## config.mk

```make
export PLATFORM = sky130hd
export DESIGN_NAME = package_idle_state_resolver
export DESIGN_NICKNAME = d
export VERILOG_FILES = /design/src/verilog/package_idle_state_resolver.v
export VERILOG_INCLUDE_DIRS = /design/src /design/src/verilog
export SDC_FILE = /design/constraint.sdc
export NUM_CORES = 1
export LEC_CHECK = 0
export ABC_AREA = 1
export BUFFER_PORTS_ARGS = -buffer_cell sky130_fd_sc_hd__buf_2
export CORE_MARGIN = 4
export CORE_UTILIZATION = 44
export DETAILED_ROUTE_END_ITERATION = 6
export HOLD_SLACK_MARGIN = 0.05
export PLACE_DENSITY = 0.7
export SLEW_MARGIN = 5
export SYNTH_ARGS = -nofsm -noshare
export SYNTH_HDL_FRONTEND = slang
export SYNTH_SLANG_ARGS = --single-unit
```

## constraint.sdc

```tcl
create_clock -name aclk -period 7.1 [get_ports aclk]
set_clock_uncertainty 0.15 [all_clocks]
set_input_delay 1.42 -clock aclk [delete_from_list [all_inputs] [get_ports aclk]]
set_output_delay 1.42 -clock aclk [all_outputs]
set_load 0.02 [all_outputs]
```

## src/verilog/pkg_idle_defines.vh

```
// constants, codes and register map of the package idle-state resolver
//
// Behaviour
// - package request is lowest core state
// - without platform permission, package stays shallower
// - idle states change directly, not via C0
// - heuristic may demote deep request to shallower
// - break while idle wakes core, forwards message
// - unmasked core break: core and package C0
// - masked core break: retry previous package state
// - memory or snoop break: return to previous
// - platform hold request keeps package higher
// - two module states combine into package state
// - substate enabled: low-frequency halt replaces C1
// - conditional deep state keeps L2 powered
// - each two cores form one module
// - any core C0 or no permission: C0
// - halt substate: clock down first, then voltage
// - C1 when one core C1, others deeper
// - three cases enter low-frequency halt substate; the code also enters it when the C1 limit cuts a deeper request
// - no system notification on C1 entries
// - gated deep needs its grant, not deepest
// - gated deep: cores saved, voltage removed
// - deepest state only if all cores deepest
// - deepest handles core breaks like gated deep
// - deepest core grants platform standby permission
`ifndef PKG_IDLE_DEFINES_VH
`define PKG_IDLE_DEFINES_VH

// ****************************************************************
// core request codes
// ****************************************************************
`define CS_C0 3'h0
`define CS_C1 3'h1
`define CS_HINT 3'h2
`define CS_KEPT 3'h3
`define CS_FLUSH 3'h4
`define CS_DEEPEST 3'h5

// ****************************************************************
// package state codes, ordered shallow to deep
// ****************************************************************
`define PK_C0 3'h0
`define PK_C1 3'h1
`define PK_HALT_LF 3'h2
`define PK_COND 3'h3
`define PK_GATED 3'h4
`define PK_DEEPEST 3'h5

// ****************************************************************
// register map and fields
// ****************************************************************
`define OFF_CTRL 4'h0
`define OFF_STATUS 4'h4
`define OFF_DEMOTE 4'h8
`define OFF_BREAKS 4'hC
`define CTRL_SUBSTATE_EN 0
`define CTRL_AUTO_PROMOTE 1
`define CTRL_LIMIT_C1 2
`define CTRL_DEMOTE_EN 3
`define CTRL_RESET 4'h0
`define DEMOTE_RESET 16'h0040
`define RESP_OKAY 2'h0
`define RESP_SLVERR 2'h2

// ****************************************************************
// timing
// ****************************************************************
`define CLK_KHZ 10000
`define VOLT_STEP_NS 1000
`define VOLT_STEP_CYC ((`VOLT_STEP_NS * `CLK_KHZ + 999999) / 1000000)

`endif
```

## src/verilog/package_idle_state_resolver.v

```verilog
// package idle-state resolver with its axi4-lite control registers
`include "pkg_idle_defines.vh"
`default_nettype none

module package_idle_state_resolver (
  // clock and reset
  input wire aclk,
  input wire aresetn,
  // axi4-lite write address and data
  input wire [3:0] awaddr,
  input wire awvalid,
  output wire awready,
  input wire [31:0] wdata,
  input wire [3:0] wstrb,
  input wire wvalid,
  output wire wready,
  // axi4-lite write response
  output reg [1:0] bresp,
  output reg bvalid,
  input wire bready,
  // axi4-lite read
  input wire [3:0] araddr,
  input wire arvalid,
  output wire arready,
  output reg [31:0] rdata,
  output reg [1:0] rresp,
  output reg rvalid,
  input wire rready,
  // core side
  input wire [11:0] core_state,
  input wire [3:0] core_break,
  input wire [3:0] core_break_masked,
  output reg [3:0] core_wake,
  output reg [3:0] break_forward,
  output reg [3:0] standby_permit,
  // platform side
  input wire plat_grant,
  input wire plat_grant_deep,
  input wire plat_grant_deepest,
  input wire plat_hold_high,
  input wire mem_break,
  output reg pkg_ack,
  // power actions
  output reg [2:0] pkg_state,
  output reg l2_powered,
  output reg core_volt_off,
  output reg sa_power_off,
  output reg core_clk_min,
  output reg core_volt_low
);

  // ****************************************************************
  // one-hot package states
  // ****************************************************************
  localparam [5:0] ST_C0 = 6'h01;
  localparam [5:0] ST_C1 = 6'h02;
  localparam [5:0] ST_HALT_LF = 6'h04;
  localparam [5:0] ST_COND = 6'h08;
  localparam [5:0] ST_GATED = 6'h10;
  localparam [5:0] ST_DEEPEST = 6'h20;
  // full-width step count, cut to the counter width on purpose
  localparam [31:0] VOLT_CYC_FULL = `VOLT_STEP_CYC;
  localparam [3:0] VOLT_CYC = VOLT_CYC_FULL[3:0];

  // ****************************************************************
  // helper functions
  // ****************************************************************
  // depth of one core request, hint counts as c1
  function [2:0] depth;
    input [2:0] cs;
    begin
      if (cs == `CS_HINT) begin
        depth = `CS_C1;
      end else begin
        depth = cs;
      end
    end
  endfunction

  // shallower of two depths
  function [2:0] shallower;
    input [2:0] a;
    input [2:0] b;
    begin
      shallower = (a < b) ? a : b;
    end
  endfunction

  // register index of a byte address, 3'h7 when unmapped
  function [2:0] reg_index;
    input [3:0] addr;
    begin
      if (addr == `OFF_CTRL) begin
        reg_index = 3'h0;
      end else if (addr == `OFF_STATUS) begin
        reg_index = 3'h1;
      end else if (addr == `OFF_DEMOTE) begin
        reg_index = 3'h2;
      end else if (addr == `OFF_BREAKS) begin
        reg_index = 3'h3;
      end else begin
        reg_index = 3'h7;
      end
    end
  endfunction

  // code of a one-hot state
  function [2:0] code_of;
    input [5:0] st;
    begin
      case (st)
        ST_C1: code_of = `PK_C1;
        ST_HALT_LF: code_of = `PK_HALT_LF;
        ST_COND: code_of = `PK_COND;
        ST_GATED: code_of = `PK_GATED;
        ST_DEEPEST: code_of = `PK_DEEPEST;
        default: code_of = `PK_C0;
      endcase
    end
  endfunction

  // one-hot state of a code
  function [5:0] state_of;
    input [2:0] code;
    begin
      case (code)
        `PK_C1: state_of = ST_C1;
        `PK_HALT_LF: state_of = ST_HALT_LF;
        `PK_COND: state_of = ST_COND;
        `PK_GATED: state_of = ST_GATED;
        `PK_DEEPEST: state_of = ST_DEEPEST;
        default: state_of = ST_C0;
      endcase
    end
  endfunction

  // ****************************************************************
  // declarations
  // ****************************************************************
  reg [3:0] ctrl;
  reg [15:0] demote_thresh;
  reg [15:0] break_count;
  reg [15:0] idle_cnt;
  reg [5:0] state;
  reg [5:0] next_state;
  reg [2:0] prev_code;
  reg retry;
  reg next_retry;
  reg [3:0] volt_cnt;
  reg aw_got;
  reg w_got;
  reg [3:0] aw_addr;
  reg [31:0] w_data;
  reg [3:0] w_strb;
  reg [2:0] mod_a;
  reg [2:0] mod_b;
  reg [2:0] resolved;
  reg [3:0] all_hint_v;
  reg [3:0] all_c1_v;
  wire [3:0] is_hint;
  wire [3:0] is_c1;
  wire [3:0] is_deepest;
  wire [3:0] brk;
  wire idle;

  // ****************************************************************
  // per-core decode
  // ****************************************************************
  genvar gi;
  generate
    for (gi = 0; gi < 4; gi = gi + 1) begin : g_core
      assign is_hint[gi] = (core_state[3*gi+2:3*gi] == `CS_HINT);
      assign is_c1[gi] = (core_state[3*gi+2:3*gi] == `CS_C1);
      assign is_deepest[gi] = (core_state[3*gi+2:3*gi] == `CS_DEEPEST);
    end
  endgenerate

  assign idle = (state != ST_C0);
  assign brk = core_break & {4{idle}};

  // ****************************************************************
  // package resolution
  // ****************************************************************
  always @* begin
    // each core pair is one module at its lowest request
    mod_a = shallower(depth(core_state[2:0]), depth(core_state[5:3]));
    mod_b = shallower(depth(core_state[8:6]), depth(core_state[11:9]));
    all_hint_v = is_hint;
    all_c1_v = is_c1;
    // module pair table
    if (mod_a == `CS_C0 || mod_b == `CS_C0) begin
      resolved = `PK_C0;
    end else if (mod_a == `CS_C1 || mod_b == `CS_C1) begin
      resolved = `PK_C1;
    end else if (mod_a == `CS_KEPT || mod_b == `CS_KEPT) begin
      resolved = `PK_COND;
    end else if (mod_a == `CS_DEEPEST && mod_b == `CS_DEEPEST) begin
      resolved = `PK_DEEPEST;
    end else begin
      resolved = `PK_GATED;
    end
    // deep states need grants, else stay shallower
    if (resolved == `PK_DEEPEST && !plat_grant_deepest) begin
      resolved = `PK_GATED;
    end
    if (resolved >= `PK_COND && !plat_grant_deep) begin
      resolved = `PK_C1;
    end
    // heuristic demotion after recent break activity
    if (resolved >= `PK_GATED && ctrl[`CTRL_DEMOTE_EN] && idle_cnt < demote_thresh) begin
      resolved = `PK_COND;
    end
    // limit to the c1 family
    if (resolved >= `PK_COND && ctrl[`CTRL_LIMIT_C1]) begin
      resolved = `PK_HALT_LF;
    end
    // substate selection within c1
    if (resolved == `PK_C1) begin
      if (ctrl[`CTRL_SUBSTATE_EN] || &all_hint_v ||
          (ctrl[`CTRL_AUTO_PROMOTE] && &all_c1_v)) begin
        resolved = `PK_HALT_LF;
      end
    end
    if (!plat_grant) begin
      resolved = `PK_C0;
    end
  end

  // ****************************************************************
  // next package state
  // ****************************************************************
  always @* begin
    next_state = state_of(resolved);
    next_retry = 1'b0;
    if (plat_hold_high && (mem_break || state == ST_C0) && retry) begin
      next_state = ST_C0;
      next_retry = 1'b1;
    end else if (plat_hold_high && mem_break && idle) begin
      next_state = ST_C0;
      next_retry = 1'b1;
    end else if ((brk & ~core_break_masked) != 4'h0) begin
      next_state = ST_C0;
    end else if (brk != 4'h0 || (mem_break && idle)) begin
      next_state = ST_C0;
      next_retry = 1'b1;
    end else if (retry) begin
      next_state = state_of(shallower(prev_code, resolved));
    end
  end

  // ****************************************************************
  // state register and break handling
  // ****************************************************************
  always @(posedge aclk) begin
    if (!aresetn) begin
      state <= ST_C0;
      prev_code <= `PK_C0;
      retry <= 1'b0;
      core_wake <= 4'h0;
      break_forward <= 4'h0;
      pkg_ack <= 1'b0;
      idle_cnt <= 16'h0000;
      break_count <= 16'h0000;
    end else begin
      state <= next_state;
      retry <= next_retry;
      if (next_retry && !retry) begin
        prev_code <= code_of(state);
      end
      core_wake <= brk;
      break_forward <= brk;
      // one pulse per transition, platform levels held until it or until the platform wait times out
      pkg_ack <= (next_state != state);
      if (brk != 4'h0 || mem_break) begin
        idle_cnt <= 16'h0000;
        break_count <= break_count + 16'h0001;
      end else if (idle_cnt != 16'hFFFF) begin
        idle_cnt <= idle_cnt + 16'h0001;
      end
    end
  end

  // ****************************************************************
  // power actions, no system notification for c1 entries
  // ****************************************************************
  always @(posedge aclk) begin
    if (!aresetn) begin
      pkg_state <= `PK_C0;
      l2_powered <= 1'b1;
      core_volt_off <= 1'b0;
      sa_power_off <= 1'b0;
      standby_permit <= 4'h0;
    end else begin
      pkg_state <= code_of(next_state);
      l2_powered <= !(next_state == ST_GATED || next_state == ST_DEEPEST);
      core_volt_off <= (next_state == ST_GATED || next_state == ST_DEEPEST);
      sa_power_off <= (next_state == ST_DEEPEST);
      standby_permit <= is_deepest;
    end
  end

  // ****************************************************************
  // low-frequency halt: clock first, voltage later
  // ****************************************************************
  always @(posedge aclk) begin
    if (!aresetn) begin
      core_clk_min <= 1'b0;
      core_volt_low <= 1'b0;
      volt_cnt <= 4'h0;
    end else if (state != ST_HALT_LF) begin
      core_clk_min <= 1'b0;
      core_volt_low <= 1'b0;
      volt_cnt <= VOLT_CYC;
    end else begin
      core_clk_min <= 1'b1;
      if (volt_cnt != 4'h0) begin
        volt_cnt <= volt_cnt - 4'h1;
      end else begin
        core_volt_low <= 1'b1;
      end
    end
  end

  // ****************************************************************
  // axi4-lite write channel
  // ****************************************************************
  assign awready = !aw_got && !bvalid;
  assign wready = !w_got && !bvalid;

  always @(posedge aclk) begin
    if (!aresetn) begin
      aw_got <= 1'b0;
      w_got <= 1'b0;
      aw_addr <= 4'h0;
      w_data <= 32'h00000000;
      w_strb <= 4'h0;
      bvalid <= 1'b0;
      bresp <= `RESP_OKAY;
      ctrl <= `CTRL_RESET;
      demote_thresh <= `DEMOTE_RESET;
    end else begin
      if (awvalid && awready) begin
        aw_got <= 1'b1;
        aw_addr <= awaddr;
      end
      if (wvalid && wready) begin
        w_got <= 1'b1;
        w_data <= wdata;
        w_strb <= wstrb;
      end
      if (aw_got && w_got) begin
        aw_got <= 1'b0;
        w_got <= 1'b0;
        bvalid <= 1'b1;
        bresp <= `RESP_OKAY;
        if (reg_index(aw_addr) == 3'h0) begin
          if (w_strb[0]) begin
            ctrl <= w_data[3:0];
          end
        end else if (reg_index(aw_addr) == 3'h2) begin
          if (w_strb[0]) begin
            demote_thresh[7:0] <= w_data[7:0];
          end
          if (w_strb[1]) begin
            demote_thresh[15:8] <= w_data[15:8];
          end
        end else if (reg_index(aw_addr) == 3'h7) begin
          bresp <= `RESP_SLVERR;
        end
      end else if (bvalid && bready) begin
        bvalid <= 1'b0;
      end
    end
  end

  // ****************************************************************
  // axi4-lite read channel
  // ****************************************************************
  assign arready = !rvalid;

  always @(posedge aclk) begin
    if (!aresetn) begin
      rvalid <= 1'b0;
      rdata <= 32'h00000000;
      rresp <= `RESP_OKAY;
    end else if (arvalid && arready) begin
      rvalid <= 1'b1;
      rresp <= `RESP_OKAY;
      if (reg_index(araddr) == 3'h0) begin
        rdata <= {28'h0000000, ctrl};
      end else if (reg_index(araddr) == 3'h1) begin
        rdata <= {16'h0000, 1'b0, mod_b, 1'b0, mod_a, 1'b0, prev_code, 1'b0, pkg_state};
      end else if (reg_index(araddr) == 3'h2) begin
        rdata <= {16'h0000, demote_thresh};
      end else if (reg_index(araddr) == 3'h3) begin
        rdata <= {16'h0000, break_count};
      end else begin
        rdata <= 32'h00000000;
        rresp <= `RESP_SLVERR;
      end
    end else if (rvalid && rready) begin
      rvalid <= 1'b0;
    end
  end

endmodule // package_idle_state_resolver

`default_nettype wire

```

# Word-level counts from Yosys, hierarchy flattened
# Cells that the tools add are included.
dict set report word_totals {
  inputBits 76
  wordCells 238
  romBits 0
  ramBits 0
  reg_bits 145
  out_inout_bits 62
  latchBits 0
  mem_count 0
}
dict set report op_classes {
  div 0
  shift 0
  eq_ne 56
  mux 80
  add_sub_neg 3
  multipliers 0
  reduce_logical 58
  bitwise_logic 5
  n_lt_le_gt_ge 7
}
# cell count
set ops {}
lappend ops {{3-bit two-way mux} 48}
lappend ops {{16-bit two-way mux} 4}
lappend ops {{6-bit one-hot mux with 5 select lines} 2}
lappend ops {{3-bit by 2-bit equality test with 1-bit output, second input constant} 13}
lappend ops {{3-bit equality test, second input constant} 12}
lappend ops {{16-bit by 1-bit adder with 16-bit output, second input constant} 2}
lappend ops {{3-bit by 1-bit equality test with 1-bit output, second input constant} 10}
lappend ops {{6-bit two-way mux} 5}
lappend ops {{3-bit one-hot mux with 5 select lines} 2}
lappend ops {{1-bit logical AND} 21}
lappend ops {{4-bit equality test, second input constant} 4}
lappend ops {{16-bit < comparator} 1}
lappend ops {{16-bit != test, second input constant} 1}
lappend ops {{4-bit AND reduction} 4}
lappend ops {{2-bit two-way mux} 7}
lappend ops {{6-bit by 2-bit equality test with 1-bit output, second input constant} 2}
lappend ops {{6-bit by 3-bit equality test with 1-bit output, second input constant} 2}
lappend ops {{6-bit by 4-bit equality test with 1-bit output, second input constant} 2}
lappend ops {{6-bit by 5-bit equality test with 1-bit output, second input constant} 2}
lappend ops {{6-bit equality test, second input constant} 2}
lappend ops {{3-bit logical NOT} 4}
lappend ops {{4-bit nonzero test} 3}
lappend ops {{1-bit two-way mux} 10}
lappend ops {{1-bit logical OR} 9}
lappend ops {{18 further kinds} 37}

# Logic depth before layout (Yosys ltp)
dict set report depth {
  ltp_word 38
  depth_mapped 36
  ltp_nobuf 36
}

# Worst setup path after synthesis
# OpenSTA, ideal clock, no wires.
dict set report synth_path {
  kind {in2reg}
  start {input port core_state[2]}
  end {register pkg_ack}
  t_arrival_ns 4.434
  t_required_ns 6.822
  slack_ns 2.389
  path_buffers 0
  cell_stages 28
  cell_sequence {inv_2 > nand3_1 > inv_2 > nor2_2 > ha_1 > a21oi_2 > nand2_4 > nand2_2 > nand2_2 > nand3_2 > nand2_2 > nor2_4 > o2111ai_1 > nor2_1 > inv_1 > ha_1 > a21oi_1 > nand2_4 > nand2_2 > nand3_2 > nand2_1 > inv_2 > nand2_2 > nand2_1 > nand2_1 > nand3_1 > nor2_1 > nor2_1}
}
dict set report synth_via {
  elab_chain_cells 36
  word_cells_on_any_way 59
  classes_between {order compare (5); eq/ne (18); mux (21); reduce/logical (15)}
}
# element line_no
set synth_rtl {}
lappend synth_rtl {{from (decl)} package_idle_state_resolver.v:30} ;# input wire [11:0] core_state,
lappend synth_rtl {{3-bit by 2-bit equality test with 1-bit output (no source line)} -}
lappend synth_rtl {{3-bit two-way mux} package_idle_state_resolver.v:72} ;# if (cs == `CS_HINT) begin
lappend synth_rtl {{3-bit < comparator} package_idle_state_resolver.v:85} ;# shallower = (a < b) ? a : b;
lappend synth_rtl {{3-bit two-way mux} package_idle_state_resolver.v:85}
lappend synth_rtl {{3-bit equality test (no source line)} -}
lappend synth_rtl {{1-bit logical AND (no source line)} -}
lappend synth_rtl {{1-bit two-way mux} package_idle_state_resolver.v:197} ;# end else if (mod_a == `CS_DEEPEST && mod_b == `CS_DEEPEST) begin
lappend synth_rtl {{3-bit two-way mux} package_idle_state_resolver.v:195} ;# end else if (mod_a == `CS_KEPT || mod_b == `CS_KEPT) begin
lappend synth_rtl {{[... 20 more ...]} -}
lappend synth_rtl {{3-bit equality test (tied with other cells)} package_idle_state_resolver.v:126} ;# case (code)
lappend synth_rtl {{6-bit one-hot mux with 5 select lines} package_idle_state_resolver.v:126}
lappend synth_rtl {{6-bit two-way mux *} package_idle_state_resolver.v:246} ;# end else if (retry) begin
lappend synth_rtl {{6-bit two-way mux *} package_idle_state_resolver.v:243} ;# end else if (brk != 4'h0 || (mem_break && idle)) begin
lappend synth_rtl {{6-bit two-way mux *} package_idle_state_resolver.v:241} ;# end else if ((brk & ~core_break_masked) != 4'h0) begin
lappend synth_rtl {{6-bit two-way mux *} package_idle_state_resolver.v:238} ;# end else if (plat_hold_high && mem_break && idle) begin
lappend synth_rtl {{6-bit two-way mux *} package_idle_state_resolver.v:235} ;# if (plat_hold_high && (mem_break || state == ST_C0) && retry) begin
lappend synth_rtl {{6-bit != test *} package_idle_state_resolver.v:273} ;# pkg_ack <= (next_state != state);
lappend synth_rtl {{to (signal assigned)} package_idle_state_resolver.v:273}
lappend synth_rtl {{to (decl)} package_idle_state_resolver.v:42} ;# output reg pkg_ack,
# Mark *: on every way between the ends. The rest lies on a longest branch, timed or not.
# A chain may end at the register's enable or synchronous reset.

# Final worst setup path
dict set report layout_path {
  start {input port core_state[8]}
  end {register pkg_ack}
}
# Same word-level chain as after synthesis.

==> impl_metrics.csv <==
group,metric,value,unit
final_layout,num-fill-cells,1477,
synth,ys_warn_count,0,
synth,yosysTopAreaCell,"dfxtp_1",
critical_path,critical_path_required,7.23,ns
timing,max_freq,203,MHz
synth,ys.flop_type,"dfxtp_1",
power_and_ir_drop,clkPwrFrac,0.363,
synth,synth-edff-count,0,
place,dpl.hpwl,12000,um
critical_path,crit_type,"in2reg",
critical_path,ff2ff_setup_slack,3.19,ns
routing,wl_per_cell,12.8,um
grt,grt_usage,0.186,
clock_network,cts_resized,0,
timing,setup_violations,0,
floorplanning,die_h,131,um
critical_path,cp-end-kind,"register",
synth,postSynthCellCount,956,
min_path,min-delay-start,"volt_cnt[0]",
timing,period_share,0.695,
power_and_ir_drop,combPwrFrac,0.291,
flow_run,drv_cap,0,
timing,maxSlewHeadroom,0.548,
clock_network,cts_root_buf,"clkbuf_16",
routing,drt-total-wl,16000,um
min_path,hold_class,"reg2reg",
clock_network,cts_max_level,4,
critical_path,reg2reg_to,"pkg_ack",
critical_path,r2r-start,"demote_thresh[9]",
final_layout,drive_gt1_frac,0.192,
critical_path,start_kind,"primary input",
place,port-buffer-count,101,
synth,ys_ff_latch,126,
critical_path,critPathMaxStageDelay,0.41,ns
grt,grt_max_degree,67,
critical_path,crit_slowest_cell,"a21oi_1",
routing,ant_nets,0,
routing,vias,6214,
critical_path,r2r_cells,25,
timing,slew_violations,0,
timing,finalCriticalPeriod,4.94,ns
synth,async_flop_share,0,
clock_network,hold_buffers,0,
power_and_ir_drop,p_leak,0.00354,uW
clock_network,clk_pin_slew_worst_paths,0.06,ns
synth,syn_avg_cell_area,7.01,sq um
place,dp.cells,1215,
grt,antenna_found_initial,0,
power_and_ir_drop,power_switching_share,0.351,
min_path,holdPathEnd,"volt_cnt[0]",
clock_network,cts_tree,"done",
routing,first_pass_iters,5,
floorplanning,rows,44,
power_and_ir_drop,intPower,1550,uW
synth,synth_top_area_frac,0.377,
power_and_ir_drop,p_per_area,304,nW/um^2
critical_path,arrival,5.07,ns
floorplanning,ios,138,
place,routabilityCongestion,0.914,
synth,yosysSeqAreaShare,0.377,
critical_path,crit_fanout,5,
synth,synth.distinct_cells,39,
floorplanning,core_area,14700,sq um
final_layout,area_growth,17.3,%
power_and_ir_drop,p_sw,840,uW
floorplanning,start_util,0.456,
timing,hold_violations,0,
synth,synth_area_leaders,"dfxtp_1, nand2_1, inv_1, nor2_1, o21ai_0",
final_layout,antenna_cells,0,
grt,grt.overflow.total,0,
clock_network,cts.sinks,126,
routing,via_per_inst,4.98,
synth,syn_area,6700,sq um
synth,synth_common_cells,"nand2_1, inv_1, nor2_1",
outcome,status,"completed",
min_path,hold_path_depth,1,
power_and_ir_drop,peakVddDrop,0.188,mV
floorplanning,die_area,17300,sq um
routing,dr.first_iter.drc_count,411,
routing,drc,0,
grt,grt_pass1_wl,26600,um
clock_network,clockBufferDepth,2,
clock_network,post_cts_buffers,0,
synth,yosysMostFrequentCell,"nand2_1",
timing,rsz0062_at_grt,"no",
timing,tns,0,ns
clock_network,insertion_delay,0.42,ns
power_and_ir_drop,power_frac_seq,0.346,
floorplanning,die_w,131,um
final_layout,layout.cells.non_filler,1247,
critical_path,critical_path.most_common_cell,"nand2_1",
grt,grt_pass1_vias,5649,
final_layout,nNetsFinal,1151,
timing,worst_pin_slew,0.669,ns
clock_network,cts_buffers,17,
==> how the worst max path moves through the flow <==
| stage | start | slack [ns] | to |
|---|---|---|---|
| after detailed placement | core_state[8] | 1.76 | pkg_ack |
| final | core_state[8] | 2.16 | pkg_ack |
| after global placement | core_state[8] | 1.77 | pkg_ack |
| after global routing | core_state[8] | 1.79 | pkg_ack |
| after CTS | core_state[8] | 2.18 | pkg_ack |
| after floorplan | core_state[2] | 2.39 | pkg_ack |
==> layout by cell type, fill, tap and decap left out, types with 4 or more instances in the layout <==
cell type	n
nor3_1	28
ha_1	25
clkbuf_16	17
xor2_1	6
o21ai_0	75
a21oi_1	73
inv_2	17
nand4_1	6
nand3_1	47
nand2_2	23
nand2_4	7
clkbuf_8	4
o221ai_1	7
conb_1	18
nor4_1	6
nand3b_1	6
buf_2	101
dfxtp_1	126
nand2_1	146
inv_1	129
a31oi_1	9
o22ai_1	7
nand3_2	11
nor2_1	127
==> metal layers <==
| layer | up-vias | global-route usage | routed length, um |
|---|---|---|---|
| met3 | 23 | 0.0463 | 872 |
| met5 | - | 0 | 0 |
| met4 | 0 | 0.0583 | 227 |
| met2 | 133 | 0.309 | 7420 |
| li1 | 3268 | - | - |
| met1 | 2790 | 0.239 | 7460 |
==> power groups by stage <==
stage               combinational [uW]  clock (uW)  sequential, uW
finish                             696         868             828
global route                       793         914             836
CTS                                696         881             827
detailed placement                 692           0             842
global placement                   688           0             842
floorplan                          530           0             857
==> cell families after synthesis <==
group / count (synthesis) / share of synthesized area
and+or+nand+nor: 416 / 0.289
buffers and inverters: 193 / 0.121
AOI/OAI and AO/OA: 189 / 0.159
DFF: 126 / 0.377
adders and majority gates: 25 / 0.0467
xor gates and xnor gates: 6 / 0.00785
other: 1 / 0.000560
==> per-stage QoR <==
| stage | instance area (sq um) | hold slack (ns) | setup slack (ns) | util | power, uW |
|---|---|---|---|---|---|
| final | 7860 | 0.313 | 2.16 | 0.535 | 2390 |
| after CTS | 7860 | 0.312 | 2.18 | 0.535 | 2400 |
| after global placement | 7260 | 0.292 | 1.77 | 0.494 | 1530 |
| after global routing | 7860 | 0.342 | 1.79 | 0.535 | 2540 |
| after floorplan | 6760 | 0.273 | 2.39 | - | 1390 |
| after detailed placement | 7260 | 0.295 | 1.76 | 0.494 | 1530 |
==> flip-flops by register name (all words and copies together), names as in the netlist, 2 cells and up <==
name / cells
aw_addr: 4
ctrl: 4
prev_code: 3
state: 6
rdata: 16
standby_permit: 4
volt_cnt: 4
idle_cnt: 16
break_forward: 4
w_strb: 2
w_data: 16
demote_thresh: 16
pkg_state: 2
break_count: 16
==> area by class of cell <==
cell class | count | area [sq um] | share of cell area
well taps | 184 | 230 | 0.0293
clock buffers | 23 | 488 | 0.0621
clock inverters | 9 | 109 | 0.0139
repair buffers | 104 | 528 | 0.0672
multi-input cells | 654 | 3430 | 0.436
inverters | 147 | 552 | 0.0702
flip-flops and latches | 126 | 2520 | 0.321
==> critical path: cells and delay by family <==
| family | cells | cell delay (ns) |
|---|---|---|
| buffers and inverters | 5 | 0.46 |
| adder cells (fa/ha/maj) | 2 | 0.50 |
| AO/OA/AOI/OAI | 3 | 0.87 |
| AND/OR/NAND/NOR | 19 | 1.82 |
Power figures use the tool's default switching activity.
